<file path="config.mk">
export PLATFORM = sky130hd
export DESIGN_NAME = increment_or_branch_exec
export DESIGN_NICKNAME = d
export VERILOG_FILES = /design/src/rtl/exec_alu.v /design/src/rtl/file_reg_array.v /design/src/rtl/increment_or_branch_exec.v
export VERILOG_INCLUDE_DIRS = /design/src /design/src/pkg
export SDC_FILE = /design/constraint.sdc
export NUM_CORES = 2
export LEC_CHECK = 0
export ABC_AREA = 1
export BUFFER_PORTS_ARGS = -buffer_cell sky130_fd_sc_hd__buf_4
export CAP_MARGIN = 20
export CELL_PAD_IN_SITES_DETAIL_PLACEMENT = 1
export CELL_PAD_IN_SITES_GLOBAL_PLACEMENT = 2
export CORE_ASPECT_RATIO = 1.75
export CORE_UTILIZATION = 37
export DETAILED_ROUTE_END_ITERATION = 10
export PLACE_DENSITY = 0.76
export SETUP_SLACK_MARGIN = 0.15
export SLEW_MARGIN = 20
export SYNTH_ARGS = -nofsm -noshare
export SYNTH_HDL_FRONTEND = slang
export SYNTH_SLANG_ARGS = --single-unit
</file>
<file path="constraint.sdc">
create_clock -name mclk -period 6 [get_ports mclk]
set_input_delay 0.9 -clock mclk [delete_from_list [all_inputs] [get_ports mclk]]
set_output_delay 0.9 -clock mclk [all_outputs]
set_load 0.02 [all_outputs]
</file>
<file path="src/pkg/exec_defs.vh">
`ifndef EXEC_DEFS_VH
`define EXEC_DEFS_VH

// ==========================================================================
// Register offsets (byte addresses)
`define OFS_INSTR     8'h00
`define OFS_ACC       8'h04
`define OFS_STATUS    8'h08
`define OFS_PAGE      8'h0C
`define OFS_PC        8'h10
`define OFS_FILE      8'h14
`define OFS_CYCLES    8'h18

// ==========================================================================
// Instruction word layout
`define IW_HI         13
`define OPC_HI        13
`define OPC_LO        8
`define DIR_BIT       7
`define FADR_HI       6
`define LIT_HI        7
`define BR_TAG_LO     11
`define BR_K_HI       10
`define BR_TAG        3'h5
`define OPC_INCSKIP   6'h0F
`define OPC_INC       6'h0A
`define OPC_ORREG     6'h04
`define OPC_ORLIT     6'h38

// ==========================================================================
// Field positions
`define PAGE_HI       4
`define PAGE_LO       3
`define ST_ZERO       0
`define ST_SKIP       1
`define ST_BUSY       2
`define FA_WE         15
`define FA_ADR_HI     14
`define FA_ADR_LO     8

// ==========================================================================
// Reset values and bus answers
`define RST_ACC       8'h00
`define RST_PAGE      5'h00
`define RST_PC        13'h0000
`define RST_INSTR     14'h0000
`define RESP_OKAY     2'h0
`define RESP_SLVERR   2'h2

`endif

</file>
<file path="src/rtl/exec_alu.v">
// ==========================================================================
// Increment / OR datapath
module exec_alu (
  input  wire       opOr,
  input  wire [7:0] accIn,
  input  wire [7:0] operand,
  output wire [7:0] result,
  output wire       isZero
);

  // Increment wraps 0xFF to 0x00, which is what the skip looks for
  assign result = opOr ? (accIn | operand) : (operand + 8'h01);
  assign isZero = (result == 8'h00);

endmodule // exec_alu

</file>
<file path="src/rtl/file_reg_array.v">
// ==========================================================================
// 128 x 8 register file, one write port, two read ports
module file_reg_array (
  input  wire       mclk,
  input  wire       rst_n,
  input  wire       ce,
  input  wire       we,
  input  wire [6:0] wAddr,
  input  wire [7:0] wData,
  input  wire [6:0] rAddrA,
  output wire [7:0] rDataA,
  input  wire [6:0] rAddrB,
  output wire [7:0] rDataB
);

  reg [7:0] mem [0:127];

  genvar i;
  generate
    for (i = 0; i < 128; i = i + 1)
    begin : gEntry
      localparam [6:0] IDX = i;
      always @(posedge mclk or negedge rst_n)
      begin
        if (!rst_n)
          mem[i] <= 8'h00;
        else if (ce && we && (wAddr == IDX))
          mem[i] <= wData;
      end
    end
  endgenerate

  assign rDataA = mem[rAddrA];
  assign rDataB = mem[rAddrB];

endmodule // file_reg_array

</file>
<file path="src/rtl/increment_or_branch_exec.v">
`include "exec_defs.vh"

module increment_or_branch_exec (
  input  wire        mclk,
  input  wire        rst_n,
  input  wire        ce,
  input  wire [7:0]  awaddr,
  input  wire [2:0]  awprot,
  input  wire        awvalid,
  output wire        awready,
  input  wire [31:0] wdata,
  input  wire [3:0]  wstrb,
  input  wire        wvalid,
  output wire        wready,
  output wire [1:0]  bresp,
  output wire        bvalid,
  input  wire        bready,
  input  wire [7:0]  araddr,
  input  wire [2:0]  arprot,
  input  wire        arvalid,
  output wire        arready,
  output wire [31:0] rdata,
  output wire [1:0]  rresp,
  output wire        rvalid,
  input  wire        rready,
  output wire [12:0] pcValue,
  output wire [7:0]  accValue,
  output wire        flushCycle
);

  localparam ST_IDLE  = 1'b0;
  localparam ST_FLUSH = 1'b1;

  // ========================================================================
  // State
  reg        state_q;
  reg [7:0]  acc_q;
  reg        zero_q;
  reg        skip_q;
  reg [4:0]  page_q;
  reg [12:0] pc_q;
  reg [13:0] instr_q;
  reg [6:0]  fileSel_q;
  reg [31:0] cycles_q;

  reg        awHeld_q;
  reg [7:0]  awAddr_q;
  reg        wHeld_q;
  reg [31:0] wData_q;
  reg [3:0]  wStrb_q;
  reg        bvalid_q;
  reg [1:0]  bresp_q;
  reg        rvalid_q;
  reg [1:0]  rresp_q;
  reg [31:0] rdata_q;

  wire [7:0] fileRdA;
  wire [7:0] fileRdB;

  // ========================================================================
  // Register views for the write merge and the read path
  // Spelled out per process so any register change is seen at once
  reg  [32:0] wrView;
  reg  [32:0] rdView;
  wire [7:0]  rdAddr = {araddr[7:2], 2'b00};

  always @*
  begin
    case (awAddr_q)
      `OFS_INSTR:  wrView = {1'b1, 18'h00000, instr_q};
      `OFS_ACC:    wrView = {1'b1, 24'h000000, acc_q};
      `OFS_STATUS: wrView = {1'b1, 29'h00000000,
                             state_q, skip_q, zero_q};
      `OFS_PAGE:   wrView = {1'b1, 27'h0000000, page_q};
      `OFS_PC:     wrView = {1'b1, 19'h00000, pc_q};
      `OFS_FILE:   wrView = {1'b1, 17'h00000, fileSel_q, fileRdB};
      `OFS_CYCLES: wrView = {1'b1, cycles_q};
      default:     wrView = {1'b0, 32'h00000000};
    endcase
  end

  always @*
  begin
    case (rdAddr)
      `OFS_INSTR:  rdView = {1'b1, 18'h00000, instr_q};
      `OFS_ACC:    rdView = {1'b1, 24'h000000, acc_q};
      `OFS_STATUS: rdView = {1'b1, 29'h00000000,
                             state_q, skip_q, zero_q};
      `OFS_PAGE:   rdView = {1'b1, 27'h0000000, page_q};
      `OFS_PC:     rdView = {1'b1, 19'h00000, pc_q};
      `OFS_FILE:   rdView = {1'b1, 17'h00000, fileSel_q, fileRdB};
      `OFS_CYCLES: rdView = {1'b1, cycles_q};
      default:     rdView = {1'b0, 32'h00000000};
    endcase
  end

  // ========================================================================
  // Write channel handshakes
  wire busy      = (state_q == ST_FLUSH);
  wire wrIsInstr = (awAddr_q == `OFS_INSTR);
  // An instruction written during the flush cycle waits for it to end
  wire doWrite   = ce && awHeld_q && wHeld_q && !bvalid_q &&
                   !(wrIsInstr && busy);

  // Address and data come in either order; each is held until both are in
  assign awready = ce && !awHeld_q && !bvalid_q;
  assign wready  = ce && !wHeld_q && !bvalid_q;
  assign bvalid  = bvalid_q;
  assign bresp   = bresp_q;

  wire        wrHit  = wrView[32];
  wire [31:0] strbMask;

  genvar ln;
  generate
    for (ln = 0; ln < 4; ln = ln + 1)
    begin : gLane
      assign strbMask[ln*8 +: 8] = {8{wStrb_q[ln]}};
    end
  endgenerate

  wire [31:0] wrVal = (wrView[31:0] & ~strbMask) | (wData_q & strbMask);

  // ========================================================================
  // Instruction decode
  wire        issue     = doWrite && wrIsInstr;
  wire [13:0] iw        = wrVal[`IW_HI:0];
  wire [5:0]  opc       = iw[`OPC_HI:`OPC_LO];
  wire        isIncSkip = (opc == `OPC_INCSKIP);
  wire        isInc     = (opc == `OPC_INC);
  wire        isOrReg   = (opc == `OPC_ORREG);
  wire        isOrLit   = (opc == `OPC_ORLIT);
  // Branch owns a 3-bit tag, leaving 11 bits of target
  wire        isBranch  = (iw[`IW_HI:`BR_TAG_LO] == `BR_TAG);
  wire        toReg     = iw[`DIR_BIT];
  wire [6:0]  fAddr     = iw[`FADR_HI:0];
  wire        byteOp    = isIncSkip || isInc || isOrReg;

  // Pending skip turns this instruction into a no-operation
  wire        execOp    = issue && !skip_q;

  wire [7:0]  aluRes;
  wire        aluZero;

  exec_alu uAlu (
    .opOr    (isOrLit || isOrReg),
    .accIn   (acc_q),
    .operand (isOrLit ? iw[`LIT_HI:0] : fileRdA),
    .result  (aluRes),
    .isZero  (aluZero)
  );

  wire accFromOp  = execOp && (isOrLit || (byteOp && !toReg));
  wire fileFromOp = execOp && byteOp && toReg;
  wire zeroFromOp = execOp && (isInc || isOrLit || isOrReg);
  wire branchOp   = execOp && isBranch;

  // ========================================================================
  // Register file port sharing
  // Software and an executing word never write the file in one cycle
  wire swFileWr = doWrite && (awAddr_q == `OFS_FILE) && wrVal[`FA_WE];
  wire       fileWe = fileFromOp || swFileWr;
  wire [6:0] fileWa = fileFromOp ? fAddr :
                      wrVal[`FA_ADR_HI:`FA_ADR_LO];
  wire [7:0] fileWd = fileFromOp ? aluRes : wrVal[7:0];

  file_reg_array uFile (
    .mclk   (mclk),
    .rst_n  (rst_n),
    .ce     (ce),
    .we     (fileWe),
    .wAddr  (fileWa),
    .wData  (fileWd),
    .rAddrA (fAddr),
    .rDataA (fileRdA),
    .rAddrB (fileSel_q),
    .rDataB (fileRdB)
  );

  // ========================================================================
  // Execution state
  always @(posedge mclk or negedge rst_n)
  begin
    if (!rst_n)
    begin
      state_q   <= ST_IDLE;
      acc_q     <= `RST_ACC;
      zero_q    <= 1'b0;
      page_q    <= `RST_PAGE;
      pc_q      <= `RST_PC;
      instr_q   <= `RST_INSTR;
      fileSel_q <= 7'h00;
    end
    else if (ce)
    begin
      case (state_q)
        ST_IDLE:
        begin
          if (branchOp)
            state_q <= ST_FLUSH;
        end
        ST_FLUSH:
        begin
          // Second cycle of a branch discards the prefetched word
          state_q <= ST_IDLE;
        end
        default:
          state_q <= ST_IDLE;
      endcase
      if (issue)
      begin
        instr_q <= iw;
        if (branchOp)
          pc_q <= {page_q[`PAGE_HI:`PAGE_LO],
                   iw[`BR_K_HI:0]};
        else
          pc_q <= pc_q + 13'h0001;
        if (accFromOp)
          acc_q <= aluRes;
        if (zeroFromOp)
          zero_q <= aluZero;
      end
      if (doWrite)
      begin
        case (awAddr_q)
          `OFS_ACC:    acc_q     <= wrVal[7:0];
          `OFS_STATUS: zero_q    <= wrVal[`ST_ZERO];
          `OFS_PAGE:   page_q    <= wrVal[4:0];
          `OFS_PC:     pc_q      <= wrVal[12:0];
          `OFS_FILE:   fileSel_q <= wrVal[`FA_ADR_HI:`FA_ADR_LO];
          default:     ;
        endcase
      end
    end
  end

  // ========================================================================
  // Pending skip: armed by a zero increment-and-skip, spent by next word
  always @(posedge mclk or negedge rst_n)
  begin
    if (!rst_n)
      skip_q <= 1'b0;
    else if (ce && issue)
      skip_q <= execOp && isIncSkip && aluZero;
  end

  // ========================================================================
  // Instruction cycles: one per issued word, one more per flush cycle
  always @(posedge mclk or negedge rst_n)
  begin
    if (!rst_n)
      cycles_q <= 32'h00000000;
    else if (ce && (issue || busy))
      cycles_q <= cycles_q + 32'h00000001;
  end

  // ========================================================================
  // Write address / data capture and response
  always @(posedge mclk or negedge rst_n)
  begin
    if (!rst_n)
    begin
      awHeld_q <= 1'b0;
      awAddr_q <= 8'h00;
      wHeld_q  <= 1'b0;
      wData_q  <= 32'h00000000;
      wStrb_q  <= 4'h0;
      bvalid_q <= 1'b0;
      bresp_q  <= `RESP_OKAY;
    end
    else if (ce)
    begin
      if (awvalid && awready)
      begin
        awHeld_q <= 1'b1;
        awAddr_q <= {awaddr[7:2], 2'b00};
      end
      if (wvalid && wready)
      begin
        wHeld_q <= 1'b1;
        wData_q <= wdata;
        wStrb_q <= wstrb;
      end
      if (doWrite)
      begin
        awHeld_q <= 1'b0;
        wHeld_q  <= 1'b0;
        bvalid_q <= 1'b1;
        bresp_q  <= wrHit ? `RESP_OKAY : `RESP_SLVERR;
      end
      else if (bvalid_q && bready)
        bvalid_q <= 1'b0;
    end
  end

  // ========================================================================
  // Read channel
  // Read data is captured at the address handshake; one read in flight
  assign arready = ce && !rvalid_q;
  assign rvalid  = rvalid_q;
  assign rresp   = rresp_q;
  assign rdata   = rdata_q;

  always @(posedge mclk or negedge rst_n)
  begin
    if (!rst_n)
    begin
      rvalid_q <= 1'b0;
      rresp_q  <= `RESP_OKAY;
      rdata_q  <= 32'h00000000;
    end
    else if (ce)
    begin
      if (arvalid && arready)
      begin
        rvalid_q <= 1'b1;
        rdata_q  <= rdView[31:0];
        rresp_q  <= rdView[32] ? `RESP_OKAY : `RESP_SLVERR;
      end
      else if (rvalid_q && rready)
        rvalid_q <= 1'b0;
    end
  end

  // ========================================================================
  // Observation outputs
  assign pcValue    = pc_q;
  assign accValue   = acc_q;
  assign flushCycle = busy;

endmodule // increment_or_branch_exec

</file>
==> results.json <==
{
  "pwr-share-clk_pct": 17.9,
  "criticalPathCategory": "reg -> reg",
  "antenna_found_initial": 9,
  "fill_cells": 21380,
  "critPathSlowestCell": "dfrtp_4",
  "powerDensity_nw_per_um2": 608.7,
  "die_x_um": 321.6,
  "routed_wl_um": 360500,
  "h-tree-depth": 4,
  "wl_per_cell_um": 30.00,
  "insertion_delay_ps": 840,
  "yosysUniqueCellTypes": 52,
  "clockBufferDepth": 4,
  "yosysWarnings": 0,
  "start_kind": "flop",
  "clkTransAtPathRegs_ps": 60,
  "switchingPower_mw": 26.08,
  "cts_hold_buf": 0,
  "report.final.slew_viol_count": 0,
  "place_hpwl_um": 237300,
  "p_leak_nw": 36.81,
  "drive_gt1_share_pct": 17.75,
  "post-route-drc-count": 0,
  "nets": 9614,
  "clock-sinks": 1168,
  "whs_ps": 66.86,
  "finClkSkew_ps": 48.42,
  "die_h_um": 561.2,
  "grt_max_degree": 145,
  "rrSetupSlack_ps": 100,
  "p_total_mw": 51.78,
  "outcome": "completed",
  "numCtsBuffers": 141,
  "end_kind": "flop",
  "setup_viol": 0,
  "p_comb_share_pct": 65.7,
  "max_stage_delay_ps": 510,
  "cp_data_arrival_time_ps": 6600,
  "switching_share_pct": 50.36,
  "cap_violations": 0,
  "coreArea_um2": 176900,
  "seq_area_frac_synth_pct": 44.20,
  "critPathMaxFanout": 17,
  "internal_power_mw": 25.70,
  "viasPerCell": 5.970,
  "worstHoldPathType": "in -> async",
  "dr.first_iter.drc_count": 6540,
  "cpMostUsedCell": "nand2_1",
  "tightest_slew_ps": 1132,
  "grt_pass1_vias": 73090,
  "ys_ff_latch": 1168,
  "hold_viol": 0,
  "antenna_left": 0,
  "fin_tns_setup_ps": 0,
  "slew_headroom_pct": 23.72,
  "fp-row-count": 204,
  "seqPwrFrac_pct": 16.4,
  "die_area_um2": 180500,
  "synth-edff-count": 0,
  "period_minus_slack_ps": 5904,
  "synth.avg_cell_area_um2": 7.284,
  "gp_congestion": 1.014,
  "io_pins": 129,
  "io_buffers": 98,
  "critPathRequiredTime_ps": 6700,
  "root_buffer": "clkbuf_16",
  "finalCritPeriodShare_pct": 98.40,
  "synth_top_flop_cell": "dfrtp_1",
  "detailedRoute.firstPassIterationCount": 6,
  "netlist_area_um2": 66120,
  "most-common-layout-cells": "nand2_1 (2026), nand3_1 (1229), dfrtp_1 (1163), o21ai_0 (1029), nor2_1 (779)",
  "final_common_cell": "nand2_1",
  "overflow": 0,
  "synth_async_sr_flop_share_pct": 100.0,
  "start_util_pct": 37.38,
  "grt_pass1_wl_um": 506800,
  "max_freq_mhz": 169.4,
  "grt_usage_pct": 38.20,
  "cts_tree": "built",
  "ir_drop_mv": 0.3342,
  "area_delta_synth_final_pct": 28.67,
  "syn-instance-count": 9078,
  "rsz0062_at_grt": "yes",
  "vias": 71720
}
worst max-delay path, delay by kind of cell, from the launching register on:
family	cells	cell delay (ps)
flip-flops	1	510
AND/OR/NAND/NOR	21	2960
AO/OA/AOI/OAI	4	590
buffers and inverters	9	1640
metrics by stage:
| step | util (%) | instances | setup WS [ps] | area [um2] |
|---|---|---|---|---|
| 3_5_place_dp | 42.60 | 11600 | -655.4 | 75350 |
| 6_report | 48.10 | 12010 | 95.88 | 85080 |
| 4_1_cts | 46.51 | 11910 | 127.8 | 82270 |
| 3_3_place_gp | 42.60 | 11600 | -653.4 | 75350 |
| 5_1_grt | 48.09 | 12010 | 33.73 | 85070 |
| 2_1_floorplan | - | 9079 | 1554 | 66120 |
Yosys cell counts, types with 12 or more instances:
cell type  count  area share (%)
nor2_4        18            0.31
buf_2        396             3.0
o221ai_1      28            0.37
dfrtp_1     1168              44
inv_2         46            0.26
inv_1        391             2.2
o211ai_1     147             1.7
buf_1         26            0.15
o21ai_0     1070             8.1
o22ai_1      128             1.2
nand2_1     2091              12
nor2_1       786             4.5
a21oi_1      442             3.3
buf_6         25            0.43
mux2_2        16            0.27
xor2_1        34            0.45
nor2_2        38            0.36
buf_4         53            0.60
o21ai_1      338             2.6
nand3b_1      44            0.50
nand3_1     1364              10
nor3_1        54            0.41
clkbuf_1     254             1.4
o31ai_1       13            0.15
a221oi_1      12            0.16
cell type report:
cell class / count / area (um2) / share of cell area, %
clock buffer: 196 / 4173 / 4.905
inverter: 442 / 1744 / 2.050
clock inverter: 43 / 635.6 / 0.7471
timing repair buffer: 1077 / 13320 / 15.66
tap: 2369 / 2964 / 3.484
multi-input combinational: 6715 / 32980 / 38.77
sequential: 1168 / 29240 / 34.37
antenna: 4 / 10.01 / 0.01177
layer usage:
metal | share of wire (%) | vias to the layer above | track usage, % | wire length, um
li1 | - | 31470 | - | -
met1 | 37 | 36260 | 43.72 | 132300
met2 | 48 | 2905 | 64.47 | 174100
met3 | 6.1 | 1092 | 5.521 | 22040
met4 | 8.9 | 2 | 28.44 | 32080
met5 | 0.0022 | - | 0 | 8
cells by family after synthesis:
group / after synthesis / synth area share, %
muxes: 16 / 0.2725
and+or+nand+nor: 4440 / 28.75
adders and majority gates: 3 / 0.05678
xor gates and xnor gates: 39 / 0.5166
AOI/OAI and AO/OA: 2215 / 18.07
other: 1 / 0.005672
DFF: 1168 / 44.20
buffers and inverters: 1196 / 8.124
power groups by stage:
stage | Combinational, mW | Clock [mW] | Sequential (mW)
final | 34.0 | 9.25 | 8.49
after global routing | 34.8 | 9.60 | 8.49
after floorplan | 12.5 | 0 | 8.44
after detailed placement | 27.5 | 0 | 8.60
after CTS | 30.2 | 9.38 | 8.47
after global placement | 27.4 | 0 | 8.59
what timing repair did:
action	CTS	global route
cloned	26	41
resized for setup	174	299
pin swaps	18	74
endpoints found under the setup margin	1033	946
buffers inserted	40	59
final timing paths:
path,from,endpoint,depth (start not counted)
worst max-delay path,fileSel_q[1],uFile.mem[775],34
worst min-delay path,rst_n,wData_q[7],1
worst max register to register,fileSel_q[1],uFile.mem[775],34
worst min register to register,cycles_q[6],cycles_q[6],1
max in group asynchronous,rst_n,uFile.mem[1005],2
min in group mclk,wdata[12],wData_q[12],2
flip-flops by register name, summed over array words and instances (netlist names), 2 cells and up:
| signal | cells |
|---|---|
| uFile.mem | 1024 |
| cycles_q | 32 |
| rdata | 32 |
| wData_q | 16 |
| instr_q | 14 |
| pcValue | 13 |
| accValue | 8 |
| fileSel_q | 7 |
| awAddr_q | 6 |
| page_q | 5 |
| wStrb_q | 2 |
Note: power is estimated with default switching activity, not from simulation.
